--- config.mk ---
export PLATFORM = sky130hd
export DESIGN_NAME = wdlk_core
export DESIGN_NICKNAME = d
export VERILOG_FILES = /design/src/core/wdlk_pkg.sv /design/src/core/wdlk_tick_if.sv /design/src/core/wdlk_tick.sv /design/src/core/wdlk_core.sv
export SDC_FILE = /design/constraint.sdc
export NUM_CORES = 1
export LEC_CHECK = 0
export BUFFER_PORTS_ARGS = -buffer_cell sky130_fd_sc_hd__clkbuf_2
export CORE_MARGIN = 1.5
export CORE_UTILIZATION = 50
export CTS_CLUSTER_SIZE = 12
export DETAILED_ROUTE_END_ITERATION = 8
export GPL_TIMING_DRIVEN = 0
export PLACE_DENSITY_LB_ADDON = 0.3
export REMOVE_ABC_BUFFERS = 1
export SLEW_MARGIN = 40
export SYNTH_ARGS = -nofsm -noshare
export SYNTH_HDL_FRONTEND = slang
export SYNTH_SLANG_ARGS = --single-unit
--- constraint.sdc ---
create_clock -name ref_clk_i -period 2.5 [get_ports ref_clk_i]
set_clock_uncertainty 0.2 [all_clocks]
set_input_delay 0.375 -clock ref_clk_i [delete_from_list [all_inputs] [get_ports ref_clk_i]]
set_output_delay 0.375 -clock ref_clk_i [all_outputs]
set_load 0.03 [all_outputs]
--- src/core/wdlk_pkg.sv ---
// package: constants and types for the watchdog lock and interrupt block
package wdlk_pkg;
	// ----------------------------------------
	// register offsets
	// ----------------------------------------
	localparam logic [7:0] DOG_CONTROL_ADDR = 8'hc0;
	localparam logic [15:0] LOCK_KEY_ADDR = 16'h3ffa;
	localparam logic [7:0] FLASH_KEY_REG_ADDR = 8'hbb;
	localparam logic [15:0] PROT_TOP_ADDR = 16'h3fff;
	localparam logic [15:0] PROT_BOT_ADDR = 16'h3ffb;
	// ----------------------------------------
	// field positions
	// ----------------------------------------
	localparam int LOCK_BIT_POS = 7;
	localparam int PRE_MSB = 7;
	localparam int PRE_LSB = 4;
	localparam int IRQ_SEL_POS = 3;
	localparam int FLAG_POS = 2;
	localparam int ENABLE_POS = 1;
	localparam int UNLOCK_POS = 0;
	// ----------------------------------------
	// reset values
	// ----------------------------------------
	localparam logic [3:0] PRE_RESET = 4'h0;
	localparam logic ENABLE_RESET = 1'b1;
	localparam logic IRQ_SEL_RESET = 1'b0;
	localparam logic [7:0] LOCK_KEY_ERASED = 8'hff;
	localparam logic [7:0] LOCKED_KEY_DEFAULT = 8'h7f;
	// ----------------------------------------
	// timing: base period 15.6 ms at 100 MHz
	// ----------------------------------------
	localparam int CLK_MHZ = 100;
	localparam int BASE_TIMEOUT_US = 15600;
	localparam int BASE_TIMEOUT_CYC = BASE_TIMEOUT_US * CLK_MHZ;
	localparam logic [3:0] PRE_MAX_TIMED = 4'h7;
	localparam logic [3:0] PRE_AUTO_RESET = 4'h8;
	localparam logic [3:0] PRE_DL_RESET = 4'h9;
	// ----------------------------------------
	// unlock sequence states
	// ----------------------------------------
	typedef enum logic [0:0] {
		WDLK_IDLE = 1'b0,
		WDLK_ARMED = 1'b1
	} wdlk_seq_t;
endpackage

--- src/core/wdlk_tick_if.sv ---
// interface: timebase tick between core and prescaler
`timescale 1ns/10ps
interface wdlk_tick_if;
	logic clear;
	logic tick;
	modport src (input clear, output tick);
	modport dst (output clear, input tick);
endinterface

--- src/core/wdlk_tick.sv ---
// module: base tick divider for the watchdog timeout
`timescale 1ns/10ps
module wdlk_tick #(
	parameter int BASE_CYC = wdlk_pkg::BASE_TIMEOUT_CYC
) (
	// clock and reset
	input wire logic ref_clk_i,
	input wire logic nrst_i,
	// tick carrier
	wdlk_tick_if.src tk
);
	logic [31:0] cnt;
	logic [31:0] next_cnt;
	logic tick_q;
	logic next_tick_q;

	assign tk.tick = tick_q;

	// -------------------------------
	// divider: one pulse every BASE_CYC cycles
	// -------------------------------
	always_comb begin
		next_cnt = cnt + 32'h1;
		next_tick_q = 1'b0;
		if (tk.clear) begin
			next_cnt = 32'h0;
		end else if (cnt >= 32'(BASE_CYC - 1)) begin
			next_cnt = 32'h0;
			next_tick_q = 1'b1;
		end
	end

	always_ff @(posedge ref_clk_i or negedge nrst_i) begin
		if (!nrst_i) begin
			cnt <= 32'h0;
			tick_q <= 1'b0;
		end else begin
			cnt <= next_cnt;
			tick_q <= next_tick_q;
		end
	end
endmodule

--- src/core/wdlk_core.sv ---
// module: watchdog lock, unlock sequence, timeout and flash key compare
//
// Operation
// - lock bit and seven-bit key share one byte
// - lock zero freezes enable one, irq select zero
// - timeout select stays writable while locked
// - locked default key reads 0x7f
// - protection written only on key match
// - write only directly after unlock bit set
// - timeout resets system unless irq selected
// - irq select sits at bit 3
// - watchdog irq high priority, ignores global enable
// - irq mode acts as periodic long timer
// - select codes: timed, auto reset, download reset
// - setting enable clears the counter
// - timeout flag kept over watchdog reset
`timescale 1ns/10ps
module wdlk_core #(
	parameter int BASE_CYC = wdlk_pkg::BASE_TIMEOUT_CYC
) (
	// clock and reset
	input wire logic ref_clk_i,
	input wire logic nrst_i,
	// special register port from the core
	input wire logic sfr_wr_i,
	input wire logic sfr_rd_i,
	input wire logic [7:0] sfr_addr_i,
	input wire logic [7:0] sfr_wdata_i,
	output logic [7:0] sfr_rdata_o,
	// instruction boundary strobe
	input wire logic instr_done_i,
	// nonvolatile byte at the lock and key address
	input wire logic [7:0] nv_lock_key_i,
	// flash protection request
	input wire logic prot_req_i,
	input wire logic [7:0] prot_data_i,
	output logic prot_wr_o,
	output logic [15:0] prot_addr_o,
	output logic [7:0] prot_wdata_o,
	output logic prot_deny_o,
	// watchdog outputs
	output logic dog_reset_o,
	output logic dog_dl_reset_o,
	output logic dog_irq_o,
	output logic dog_irq_high_prio_o,
	output logic [7:0] flash_key_o
);
	wdlk_tick_if tk();

	wdlk_tick #(
		.BASE_CYC(BASE_CYC)
	) u_tick (
		.ref_clk_i(ref_clk_i),
		.nrst_i(nrst_i),
		.tk(tk.src)
	);

	// ----------------------------------------
	// state
	// ----------------------------------------
	logic watchdog_lock_bit;
	logic next_watchdog_lock_bit;
	logic [6:0] flash_key;
	logic [6:0] next_flash_key;
	logic [7:0] flash_key_reg;
	logic [7:0] next_flash_key_reg;
	logic [3:0] dog_pre;
	logic [3:0] next_dog_pre;
	logic dog_irq_select;
	logic next_dog_irq_select;
	logic dog_timeout_flag;
	logic next_dog_timeout_flag;
	logic dog_enable;
	logic next_dog_enable;
	wdlk_pkg::wdlk_seq_t seq;
	wdlk_pkg::wdlk_seq_t next_seq;
	logic [7:0] dog_cnt;
	logic [7:0] next_dog_cnt;
	logic loaded;
	logic next_loaded;
	logic rst_q;
	logic next_rst_q;
	logic dl_q;
	logic next_dl_q;
	logic irq_q;
	logic next_irq_q;
	logic prot_wr;
	logic next_prot_wr;
	logic [2:0] prot_idx;
	logic [2:0] next_prot_idx;
	logic [7:0] prot_dat;
	logic [7:0] next_prot_dat;
	logic deny_q;
	logic next_deny_q;
	logic [7:0] rdata;
	logic [7:0] next_rdata;

	// decode helpers
	logic ctl_hit;
	logic key_hit;
	logic expire;
	logic [7:0] stored_key;
	logic [7:0] limit;

	// timeout limit in base ticks: 1, 2, 4 ... 128
	function automatic logic [7:0] wdlk_limit(input logic [3:0] pre);
		wdlk_limit = 8'h1 << pre[2:0];
	endfunction

	assign ctl_hit = sfr_addr_i == wdlk_pkg::DOG_CONTROL_ADDR;
	assign key_hit = sfr_addr_i == wdlk_pkg::FLASH_KEY_REG_ADDR;
	assign stored_key = {watchdog_lock_bit, flash_key};
	assign limit = wdlk_limit(dog_pre);
	assign expire = dog_enable && tk.tick && (dog_pre <= wdlk_pkg::PRE_MAX_TIMED)
		&& (dog_cnt + 8'h1 >= limit);

	// ----------------------------------------
	// control register and unlock sequence
	// ----------------------------------------
	always_comb begin
		next_watchdog_lock_bit = watchdog_lock_bit;
		next_flash_key = flash_key;
		next_loaded = 1'b1;
		next_seq = seq;
		next_dog_pre = dog_pre;
		next_dog_irq_select = dog_irq_select;
		next_dog_enable = dog_enable;
		next_dog_timeout_flag = dog_timeout_flag;
		next_flash_key_reg = flash_key_reg;
		tk.clear = 1'b0;
		// lock byte latched once after reset release
		if (!loaded) begin
			next_watchdog_lock_bit = nv_lock_key_i[wdlk_pkg::LOCK_BIT_POS];
			next_flash_key = nv_lock_key_i[6:0];
		end
		if (sfr_wr_i && key_hit) begin
			next_flash_key_reg = sfr_wdata_i;
		end
		// one instruction window after the unlock bit is set
		if (seq == wdlk_pkg::WDLK_ARMED && instr_done_i) begin
			next_seq = wdlk_pkg::WDLK_IDLE;
		end
		if (sfr_wr_i && ctl_hit) begin
			if (seq == wdlk_pkg::WDLK_ARMED) begin
				next_seq = wdlk_pkg::WDLK_IDLE;
				next_dog_pre = sfr_wdata_i[wdlk_pkg::PRE_MSB:wdlk_pkg::PRE_LSB];
				if (!sfr_wdata_i[wdlk_pkg::FLAG_POS]) begin
					next_dog_timeout_flag = 1'b0;
				end
				if (watchdog_lock_bit) begin
					next_dog_irq_select = sfr_wdata_i[wdlk_pkg::IRQ_SEL_POS];
					next_dog_enable = sfr_wdata_i[wdlk_pkg::ENABLE_POS];
				end // locked: writes to these bits dropped
				if (sfr_wdata_i[wdlk_pkg::ENABLE_POS]) begin
					tk.clear = 1'b1;
				end
			end else if (sfr_wdata_i[wdlk_pkg::UNLOCK_POS]) begin
				next_seq = wdlk_pkg::WDLK_ARMED;
			end
		end
		// keep forced values whatever the write did
		if (loaded && !watchdog_lock_bit) begin
			next_dog_enable = 1'b1;
			next_dog_irq_select = 1'b0;
		end
		// set beats clear in the same cycle
		if (expire) begin
			next_dog_timeout_flag = 1'b1;
		end
	end

	// nrst_i is the external reset and clears the flag; a watchdog reset request
	// leaves this block running, so the flag survives it
	always_ff @(posedge ref_clk_i or negedge nrst_i) begin
		if (!nrst_i) begin
			watchdog_lock_bit <= 1'b0;
			flash_key <= 7'h7f;
			loaded <= 1'b0;
			seq <= wdlk_pkg::WDLK_IDLE;
			dog_pre <= wdlk_pkg::PRE_RESET;
			dog_irq_select <= wdlk_pkg::IRQ_SEL_RESET;
			dog_enable <= wdlk_pkg::ENABLE_RESET;
			dog_timeout_flag <= 1'b0;
			flash_key_reg <= 8'h00;
		end else begin
			watchdog_lock_bit <= next_watchdog_lock_bit;
			flash_key <= next_flash_key;
			loaded <= next_loaded;
			seq <= next_seq;
			dog_pre <= next_dog_pre;
			dog_irq_select <= next_dog_irq_select;
			dog_enable <= next_dog_enable;
			dog_timeout_flag <= next_dog_timeout_flag;
			flash_key_reg <= next_flash_key_reg;
		end
	end

	// ----------------------------------------
	// timeout counter and response
	// ----------------------------------------
	always_comb begin
		next_dog_cnt = dog_cnt;
		next_rst_q = 1'b0;
		next_dl_q = 1'b0;
		next_irq_q = 1'b0;
		if (tk.clear || !dog_enable) begin
			next_dog_cnt = 8'h0;
		end else if (expire) begin
			next_dog_cnt = 8'h0; // restart: periodic in irq mode
			if (dog_irq_select) begin
				next_irq_q = 1'b1;
			end else begin
				next_rst_q = 1'b1;
			end
		end else if (tk.tick) begin
			next_dog_cnt = dog_cnt + 8'h1;
		end
		// immediate reset codes
		if (dog_enable && dog_pre == wdlk_pkg::PRE_AUTO_RESET) begin
			next_rst_q = 1'b1;
		end
		if (dog_enable && dog_pre == wdlk_pkg::PRE_DL_RESET) begin
			next_dl_q = 1'b1;
		end
	end

	always_ff @(posedge ref_clk_i or negedge nrst_i) begin
		if (!nrst_i) begin
			dog_cnt <= 8'h0;
			rst_q <= 1'b0;
			dl_q <= 1'b0;
			irq_q <= 1'b0;
		end else begin
			dog_cnt <= next_dog_cnt;
			rst_q <= next_rst_q;
			dl_q <= next_dl_q;
			irq_q <= next_irq_q;
		end
	end

	// ----------------------------------------
	// flash protection write, key checked first
	// ----------------------------------------
	always_comb begin
		next_prot_wr = 1'b0;
		next_prot_idx = prot_idx;
		next_prot_dat = prot_dat;
		next_deny_q = 1'b0;
		// step down only once the write has been shown, so the first byte hits the top
		if (prot_wr) begin
			next_prot_idx = (prot_idx == 3'h4) ? 3'h0 : prot_idx + 3'h1;
		end
		if (prot_req_i) begin
			if (flash_key_reg == stored_key) begin
				next_prot_wr = 1'b1;
				next_prot_dat = prot_data_i;
			end else begin
				next_deny_q = 1'b1;
			end
		end
	end

	always_ff @(posedge ref_clk_i or negedge nrst_i) begin
		if (!nrst_i) begin
			prot_wr <= 1'b0;
			prot_idx <= 3'h0;
			prot_dat <= 8'h00;
			deny_q <= 1'b0;
		end else begin
			prot_wr <= next_prot_wr;
			prot_idx <= next_prot_idx;
			prot_dat <= next_prot_dat;
			deny_q <= next_deny_q;
		end
	end

	// ----------------------------------------
	// register read data
	// ----------------------------------------
	always_comb begin
		next_rdata = 8'h00;
		if (sfr_rd_i && ctl_hit) begin
			next_rdata = {dog_pre, dog_irq_select, dog_timeout_flag, dog_enable,
				seq == wdlk_pkg::WDLK_ARMED};
		end else if (sfr_rd_i && key_hit) begin
			next_rdata = flash_key_reg;
		end
	end

	always_ff @(posedge ref_clk_i or negedge nrst_i) begin
		if (!nrst_i) begin
			rdata <= 8'h00;
		end else begin
			rdata <= next_rdata;
		end
	end

	// outputs
	assign sfr_rdata_o = rdata;
	assign prot_wr_o = prot_wr;
	assign prot_addr_o = wdlk_pkg::PROT_TOP_ADDR - {13'h0, prot_idx};
	assign prot_wdata_o = prot_dat;
	assign prot_deny_o = deny_q;
	assign dog_reset_o = rst_q;
	assign dog_dl_reset_o = dl_q;
	assign dog_irq_o = irq_q; // never gated by global enable
	assign dog_irq_high_prio_o = 1'b1;
	assign flash_key_o = stored_key;
endmodule

After elaboration in Yosys (flattened, before gate mapping):

Cells that the tools add are included.

* $add $sub $neg: 4
* multipliers: 0
* divide/modulo/power cells: 0
* order comparisons: 3
* equality and inequality tests: 7
* shift-type cells: 1
* muxes and demuxes: 41
* bitwise logic cells: 0
* reduce and logical (&&, ||, !) cells: 24

Operator list (number)
* 32-bit 2-to-1 mux: 2
* 8-bit 2-to-1 mux: 5
* 1-bit 2-to-1 mux: 33
* 32-bit by 1-bit adder with 32-bit output, second input constant: 1
* 32-bit by 21-bit greater-or-equal comparator with 1-bit output, second input constant: 1
* 8-bit == test, second input constant: 2
* 14-bit by 3-bit subtractor with 15-bit output, first input constant: 1
* 1-bit logical AND: 11
* 2-bit nonzero test: 5
* 8-bit by 1-bit adder with 8-bit output, second input constant: 1
* 4-bit == test, second input constant: 2
* 8-bit == test: 1
* 8-bit greater-or-equal comparator: 1
* 1-bit by 3-bit << shifter with 8-bit output, first input constant: 1
* 3-bit AND reduction: 2
* 4-bit by 3-bit less-or-equal comparator with 1-bit output, second input constant: 1
* 2-bit AND reduction: 2
* 3-bit by 1-bit adder with 3-bit output, second input constant: 1
* 3-bit == test, second input constant: 1
* 3-bit 2-to-1 mux: 1
* 3-bit nonzero test: 1
* 1-bit zero test: 2
* 2-bit by 1-bit != test with 1-bit output, second input constant: 1
* 1-bit logical OR: 1

* register bits: 90
* bits in latches: 0
* RAM bits: 0
* bits in read-only memories: 0
* bits of input ports: 38
* output and inout bits: 46
* word-level logic and storage cells: 100
* memories kept: 0

Longest topological paths before layout:

Gate-level depths: netlist of the first run.

* depth in word-level cells: 6
* gate-level depth with buffers: 10

Hierarchy:

Synthesis of the first run repeated with hierarchy kept, for this count alone.

* cell total of the unflattened synthesis: 381
* area total of the unflattened synthesis: 4322.9 um^2

By module, submodules not included
* wdlk_core: instances 1, cells each 247, area an instance 2899.0 um^2
* wdlk_tick: instances 1, cells each 134, area an instance 1423.9 um^2

Worst setup path before layout of the first run:

Ideal clock, no wire load.

* path kind: reg2reg
* from: register dog_cnt[0]
* to: register dog_timeout_flag
* arrival time: 2.315 ns
* data required time: 2.178 ns
* slack: -0.136 ns
* stages on the path, launching flop included: 11
* buffers on the path: 0
* path through: dfrtp_1 > ha_1 > and3_1 > and3_1 > xor2_1 > ha_1 > nand4_1 > a21oi_1 > a21oi_1 > nor2_1 > a32o_1

* longest elaborated chain between the ends: 5

RTL lines
* start: declaration: RTL line wdlk_core.sv:77 `logic [7:0] dog_cnt;`
* start signal: assignment: RTL line wdlk_core.sv:234 `dog_cnt <= next_dog_cnt;`
* 8-bit by 1-bit adder with 8-bit output (*): RTL line wdlk_core.sv:115 `&& (dog_cnt + 8'h1 >= limit);`
* 8-bit greater-or-equal comparator (*): RTL line wdlk_core.sv:115
* 1-bit logical AND (*): RTL line wdlk_core.sv:115
* 2-bit by 1-bit != test with 1-bit output (no source line) or 2-bit nonzero test (tied branches)
* 3-bit AND reduction (no source line)
* end signal: assignment: RTL line wdlk_core.sv:193 `dog_timeout_flag <= next_dog_timeout_flag;`
* end: declaration: RTL line wdlk_core.sv:71 `logic dog_timeout_flag;`

Mark *: on every way between the ends. The rest lies on a longest branch, timed or not.
A chain may end at the register's enable or synchronous reset.

Worst setup path after layout of the first run:

* from: register dog_cnt[1]
* to: register irq_q, in the netlist dog_irq_o

* longest elaborated chain between the ends: 5

RTL lines
* 8-bit by 1-bit adder with 8-bit output: RTL line wdlk_core.sv:115
* 8-bit greater-or-equal comparator: RTL line wdlk_core.sv:115
* 1-bit logical AND: RTL line wdlk_core.sv:115
* 1-bit 2-to-1 mux: RTL line wdlk_core.sv:208 `end else if (expire) begin`
* 1-bit 2-to-1 mux: RTL line wdlk_core.sv:206 `if (tk.clear || !dog_enable) begin`
* named net next_irq_q: RTL line wdlk_core.sv:86 `logic next_irq_q;`
* end signal: assignment: RTL line wdlk_core.sv:237 `irq_q <= next_irq_q;`
* end: declaration: RTL line wdlk_core.sv:85 `logic irq_q;`

The timed path passes the listed nets, and every way through them passes these cells.

==> results of run 1 <==
[routing by layer]
metal  wire, um  global-route usage  vias up
met1       3600               0.261     1432
li1           -                   -     1473
met5          0                   0        -
met4        179              0.0895        0
met2       3990               0.317       85
met3        465              0.0439       14
[critical path: cells and delay by family (launching register included)]
family,cells,cell delay [ns]
AO/OA/AOI/OAI,2,0.23
XOR/XNOR,1,0.14
adder cells (fa/ha/maj),2,0.51
buffers and inverters,1,0.13
flip-flops,1,0.42
AND/OR/NAND/NOR,5,0.90
[area by class of cell]
cell class | count | area [sq um] | share of cell area
Sequential cell | 90 | 2260 | 0.444
Multi-Input combinational cell | 275 | 1950 | 0.383
Clock inverter | 7 | 87.6 | 0.0172
Tap cell | 105 | 131 | 0.0258
Clock buffer | 9 | 124 | 0.0243
Inverter | 14 | 52.6 | 0.0103
Timing Repair Buffer | 83 | 489 | 0.0960
[where the power goes]
group | total [mW] | internal [mW] | switching (mW)
logic | 0.826 | 0.396 | 0.431
clock network | 1.06 | 0.490 | 0.572
registers | 1.60 | 1.54 | 0.0628
[cell usage after synthesis, drive strengths merged, types with 9 or more instances]
master	count	share of area
nand2	21	0.018
nand3	12	0.014
nor3	9	0.011
buf	19	0.034
nor2	34	0.030
inv	14	0.012
ha	12	0.035
xnor2	26	0.053
o21ai	9	0.011
xor2	10	0.020
mux2	27	0.071
dfrtp	82	0.48
a21oi	11	0.013
[worst paths after layout]
kind / start / to / slack [ns] / cells past startpoint
worst max-delay path: dog_cnt[1] / dog_irq_o / -0.11 / 11
worst min-delay path: prot_data_i[0] / prot_wdata_o[0] / 0.03 / 2
worst max register to register: dog_cnt[1] / dog_irq_o / -0.11 / 11
worst min register to register: u_tick.cnt[0] / u_tick.cnt[0] / 0.30 / 1
max in group asynchronous: nrst_i / flash_key[1] / 1.27 / 3
min in group asynchronous: nrst_i / u_tick.cnt[1] / 0.21 / 2
[metrics by stage]
step                      cells  hold slack [ns]  setup slack (ns)
after CTS                   582           0.0230           -0.0485
after floorplan             379           -0.121            -0.136
after global placement      553            0.270            -0.484
final                       583           0.0307            -0.111
after global routing        583           0.0208            -0.185
after detailed placement    554           0.0471            -0.561
[kinds of logic (layout without fill, tap and decap cells)]
group / Yosys count / count (layout) / share of synthesized area
flip-flops: 90 / 90 / 0.528
XOR/XNOR: 36 / 36 / 0.0736
multiplexers: 28 / 28 / 0.0733
buffers and inverters: 41 / 113 / 0.0529
adder cells (fa/ha/maj): 12 / 12 / 0.0351
AND/OR/NAND/NOR: 127 / 127 / 0.156
other: 2 / 26 / 0.00175
AO/OA/AOI/OAI: 46 / 46 / 0.0786
[what timing repair did]
item,CTS,global route
resized for setup,15,5
pin swaps,8,6
hold buffers,1,0
buffers inserted,11,1
hold endpoints to repair,82,0
endpoints found under the setup margin,11,31
==> out/qor.yml, run 1 <==
flow_run:
  cap_viol_max_count: 0
critical_path:
  crit_type: "reg2reg"
  slowest_stage: "dfrtp_1"
  end_kind: "register"
  arrival_ns: 2.72
  crit_path_start_kind: "register"
  cp_cell_sequence: "ha_2 > and3_4 > and3_4 > xor2_1 > ha_1 > nand4_1 > a21oi_2 > a21oi_2 > buf_6 > nor2_4 > and4_4"
  crit_fanout: 6
  slowest_delay_ns: 0.42
  cp.required_ns: 2.60
yosys:
  yosysUniqueCellTypes: 48
  synth_cells: 382
  synthArstFlopShare: 1.00
  synth_ff_type: "dfrtp_1"
  avgSynthCellArea_sq_um: 11.2
  synth.ff_latch_count: 90
  ys_seq_area_frac: 0.528
  synth_edf_count: 0
  ys_warn_count: 0
  netlist_area_sq_um: 4280
sta:
  worst_slack_ns: -0.111
  finalSetupViolCount: 9
  tns_ns: -0.463
  hold_viol: 0
  period_share: 1.04
  max_freq_mhz: 383
  period_minus_slack_ns: 2.61
  drv_slew: 0
  grt_setup_unrepaired: "yes"
  slew_headroom: 0.556
  tightest_slew_ns: 0.656
placed_design:
  dpl.hpwl_um: 5690
  io_buffers: 69
  place_congestion: 0.823
  place_area_sq_um: 4710
clock_network:
  cts_tree: "yes"
  cts_buffers: 9
  cts_max_level: 3
  clk_pin_slew_ns: 0.10
  cts_root_buffer: "clkbuf_8"
  cts_buffer_depth: 2
  clk_latency_ns: 0.37
  cts.sinks: 90
status:
  status: "complete, but fails checks"
  violations: "setup timing"
finish:
  largest_reg_flops: 32
  drive_above_1_share: 0.316
  final_nets: 523
  final_core_util: 0.617
  layout_commonest_cell: "dfrtp_1"
  num-fill-cells: 665
  syn2layout_area_growth_pct: 19.1
  final_area_sq_um: 5100
  final_cell_mix: "dfrtp_1 (81), clkbuf_2 (68), nor2_1 (31)"
  n_antenna_cell: 0
grt:
  grt_pass1_vias: 2946
  track_usage: 0.199
  overflow: 0
  grt_pass1_wl_um: 13700
  antenna_found_initial: 0
  grt_max_degree: 74
floorplanning:
  dieArea_sq_um: 9130
  io_pins: 84
  chipWidth_um: 95.5
  row_count: 33
  die_h_um: 95.5
  start_util: 0.518
  coreArea_sq_um: 8260
min_path:
  hold_class: "in2reg"
drt:
  firstDrtPassIters: 4
  first_iter_violations: 146
  wire_per_inst_um: 14.1
  antenna_left: 0
  routed_wl_um: 8230
  vias: 3004
  drc: 0
  via_per_inst: 5.15
power_and_ir_drop:
  p_total_mw: 3.49
  vdd_drop_max_uv: 393
  p_leak_nw: 2.44
  power_density_nw_per_um2: 685
No activity file was read; power rests on OpenSTA's default activity.
==> run 2, diff against run 1 <==
--- a/config.mk
+++ b/config.mk
@@ -16,4 +16,5 @@
 export SLEW_MARGIN = 40
 export SYNTH_ARGS = -nofsm -noshare
 export SYNTH_HDL_FRONTEND = slang
+export SYNTH_HIERARCHICAL = 1
 export SYNTH_SLANG_ARGS = --single-unit
==> run 2 against run 1 <==
Effect of this change: the flow still finishes with violations (setup timing); sequential cell count is the same; clock-buffer cell count up 1; hold slack better by 0.014 ns; largest cell class unchanged; largest power group unchanged.
==> out/qor.yml, run 2 <==
status:
  status: "complete, but fails checks"
  violations: "setup timing"
finish:
  largest_reg_flops: 32  # unchanged
  syn2layout_area_growth_pct: 19.2  # about the same
  n_antenna_cell: 0  # unchanged
  layout_commonest_cell: "dfrtp_1"
  fin_cells: 581  # -0.34%
  final_cell_mix: "dfrtp_1 (82), clkbuf_2 (68), mux2_2 (28)"
  final_area_sq_um: 5150  # +1.1%
  drive_above_1_share: 0.342  # +0.0265
  num-fill-cells: 693  # +4.2%
  final_nets: 521  # -0.38%
floorplanning:
  chipWidth_um: 96.0  # +0.47%
  dieArea_sq_um: 9210  # +0.93%
  die_h_um: 96.0  # +0.47%
  coreArea_sq_um: 8300  # +0.50%
  row_count: 33  # unchanged
  start_util: 0.521  # +0.00240
  io_pins: 84  # unchanged
yosys:
  ys_seq_area_frac: 0.523  # -0.00505
  synth.ff_latch_count: 90  # unchanged
  synthArstFlopShare: 1.00  # unchanged
  yosysUniqueCellTypes: 56  # +17%
  post-synth-top-area-fraction: 0.475  # -0.00458
  synth_ff_type: "dfrtp_1"
  synthTopCellsByCount: "dfrtp_1 (82), mux2_2 (28), nor2_1 (25)"
  ys_warn_count: 6  # +6
  synth.top_cells.by_area: "dfrtp_1 (47%), mux2_2 (7.3%), dfstp_2 (4.9%)"
  synth_edf_count: 0  # unchanged
  synth_cells: 381  # -0.26%
  netlist_area_sq_um: 4320  # +0.96%
  synth_top_area_cell: "dfrtp_1"
  synth_most_common_cell: "dfrtp_1"
  avgSynthCellArea_sq_um: 11.3  # +1.2%
power_and_ir_drop:
  seqPwrFrac: 0.537  # +0.078
  p_leak_nw: 2.40  # -1.7%
  p_total_mw: 2.89  # -17%
  clockPowerShare: 0.331  # +0.027
  switchingPower_mw: 0.806  # -24%
  internal-power_mw: 2.08  # -14%
  power_density_nw_per_um2: 561  # -18%
  comb_power_share: 0.131  # -0.106
  swShare: 0.279  # -0.0260
  vdd_drop_max_uv: 492  # +25%
placed_design:
  placedCellCount: 552  # -0.36%
  post-place-ws_ns: -0.666  # -0.105 ns
  dpl.hpwl_um: 5840  # +2.6%
  place_area_sq_um: 4760  # +1.1%
  io_buffers: 69  # unchanged
  place_congestion: 0.830  # +0.79%
drt:
  vias: 3074  # +2.3%
  firstDrtPassIters: 4  # unchanged
  first_iter_violations: 103  # -29%
  drc: 0  # unchanged
  via_per_inst: 5.29  # +2.7%
  antenna_left: 0  # unchanged
  routed_wl_um: 8440  # +2.5%
  wire_per_inst_um: 14.5  # +2.8%
clock_network:
  cts_tree: "yes"
  cts_buffers: 9  # unchanged
  cts_root_buffer: "clkbuf_8"
  cts_buffer_depth: 2  # unchanged
  cts.sinks: 90  # unchanged
  cts_max_level: 3  # unchanged
  clk_pin_slew_ns: 0.10  # about the same
  clk_latency_ns: 0.36  # about the same
critical_path:
  crit_fanout: 6  # unchanged
  worstReg2RegEnd: "dog_cnt[7]"
  startpoint: "dog_cnt[0]"
  crit_type: "reg2reg"
  r2r-start: "dog_cnt[0]"
  crit_path_start_kind: "register"
  r2r_setup_slack_ns: -0.12  # about the same
  cp-endpoint: "dog_cnt[7]"
  end_kind: "register"
  cp.required_ns: 2.53  # -0.07 ns
  rr_worst_depth: 11  # unchanged
  arrival_ns: 2.65  # -0.07 ns
sta:
  grt_setup_unrepaired: "yes"
  drv_slew: 0  # unchanged
  finalSetupViolCount: 11  # +2
  slew_headroom: 0.654  # +0.0979
  hold_viol: 0  # unchanged
  worst_slack_ns: -0.120  # -0.00906 ns
  period_share: 1.05  # +0.00363
  period_minus_slack_ns: 2.62  # +0.00906 ns
  max_freq_mhz: 382  # -0.35%
  tightest_slew_ns: 0.511  # -0.145 ns
flow_run:
  cap_viol_max_count: 0  # unchanged
grt:
  grt_pass1_wl_um: 13900  # +0.95%
  grt_pass1_vias: 2964  # +0.61%
  overflow: 0  # unchanged
  track_usage: 0.198  # -0.00101
  grt_max_degree: 53  # -28%
  antenna_found_initial: 0  # unchanged
min_path:
  hold_class: "in2reg"
==> run 2: cell count changes in the layout (fill, tap and decap cells not counted), sizes merged, moves of 4 or more <==
cell,delta
nor2,-9
xnor2,-7
nand3,+5
nor2b,-5
or3,+5
a211oi,-4
o21ai,+4
==> run 2: worst min-delay path by stage <==
| stage | startpoint | end | cells after the start |
|---|---|---|---|
| floorplan | nrst_i | dog_cnt[0] | 0 |
| global placement | u_tick/cnt[0] | u_tick/cnt[0] | 1 |
| detailed placement | nrst_i | dog_reset_o | 1 |
| CTS | prot_data_i[2] | prot_wdata_o[2] | 2 |
| global route | nv_lock_key_i[6] | flash_key[6] | 2 |
| finish | nv_lock_key_i[6] | flash_key[6] | 2 |
==> run 2: stage by stage <==
| step | hold slack, ns | setup TNS, ns | util |
|---|---|---|---|
| after floorplan | -0.121 | -4.82 | - |
| after global placement | 0.273 | -17.60 | 0.569 |
| after detailed placement | 0.114 | -7.66 | 0.574 |
| after CTS | 0.0288 | -0.798 | 0.615 |
| after global routing | 0.0147 | -1.88 | 0.621 |
| final | 0.0449 | -0.959 | 0.621 |
==> run 2: cell families after synthesis <==
| kind of cell | Yosys count | synth area share |
|---|---|---|
| fa+ha+maj | 12 | 0.0347 |
| flops | 90 | 0.523 |
| mux | 28 | 0.0729 |
| simple gates | 129 | 0.177 |
| buf+inv | 41 | 0.0509 |
| xor+xnor | 30 | 0.0608 |
| compound gates | 48 | 0.0779 |
| other cells | 3 | 0.00260 |
==> run 2: area by class of cell <==
type | count | area (sq um) | area share
Timing Repair Buffer | 83 | 489 | 0.0949
Tap cell | 105 | 131 | 0.0255
Multi-Input combinational cell | 273 | 2020 | 0.393
Inverter | 14 | 52.6 | 0.0102
Sequential cell | 90 | 2260 | 0.439
Clock buffer | 10 | 138 | 0.0267
Clock inverter | 6 | 55.1 | 0.0107
==> run 2: power groups by stage <==
stage | clock network (mW) | logic (mW) | registers (mW)
floorplan | 0 | 0.151 | 1.63
detailed placement | 0 | 0.336 | 1.58
finish | 0.957 | 0.379 | 1.55
CTS | 0.989 | 0.380 | 1.55
global route | 1.05 | 0.415 | 1.56
global placement | 0 | 0.322 | 1.58
==> run 2: repair_timing <==
action / in CTS / in global routing
buffers inserted: 9 / 3
hold endpoints to repair: 34 / 0
hold buffers: 1 / 0
pin swaps: 4 / 6
gates resized for setup: 12 / 6
endpoints found under the setup margin: 11 / 31
==> run 2: layer usage <==
layer / global-route usage / wire (um) / up-vias
met1: 0.256 / 3770 / 1510
met5: 0 / 0 / -
met3: 0.0545 / 350 / 14
met2: 0.318 / 4150 / 67
li1: - / - / 1483
met4: 0.0748 / 171 / 0
==> run 2: worst max-delay path, cell delays in order, from the launching register on <==
cell	delay [ns]
dfrtp_1	0.41
and3_4	0.21
and3_4	0.21
nand3_4	0.08
xor2_2	0.20
inv_2	0.06
ha_4	0.28
nand4_1	0.09
o311a_1	0.33
nor3_4	0.18
buf_6	0.18
o31ai_4	0.07
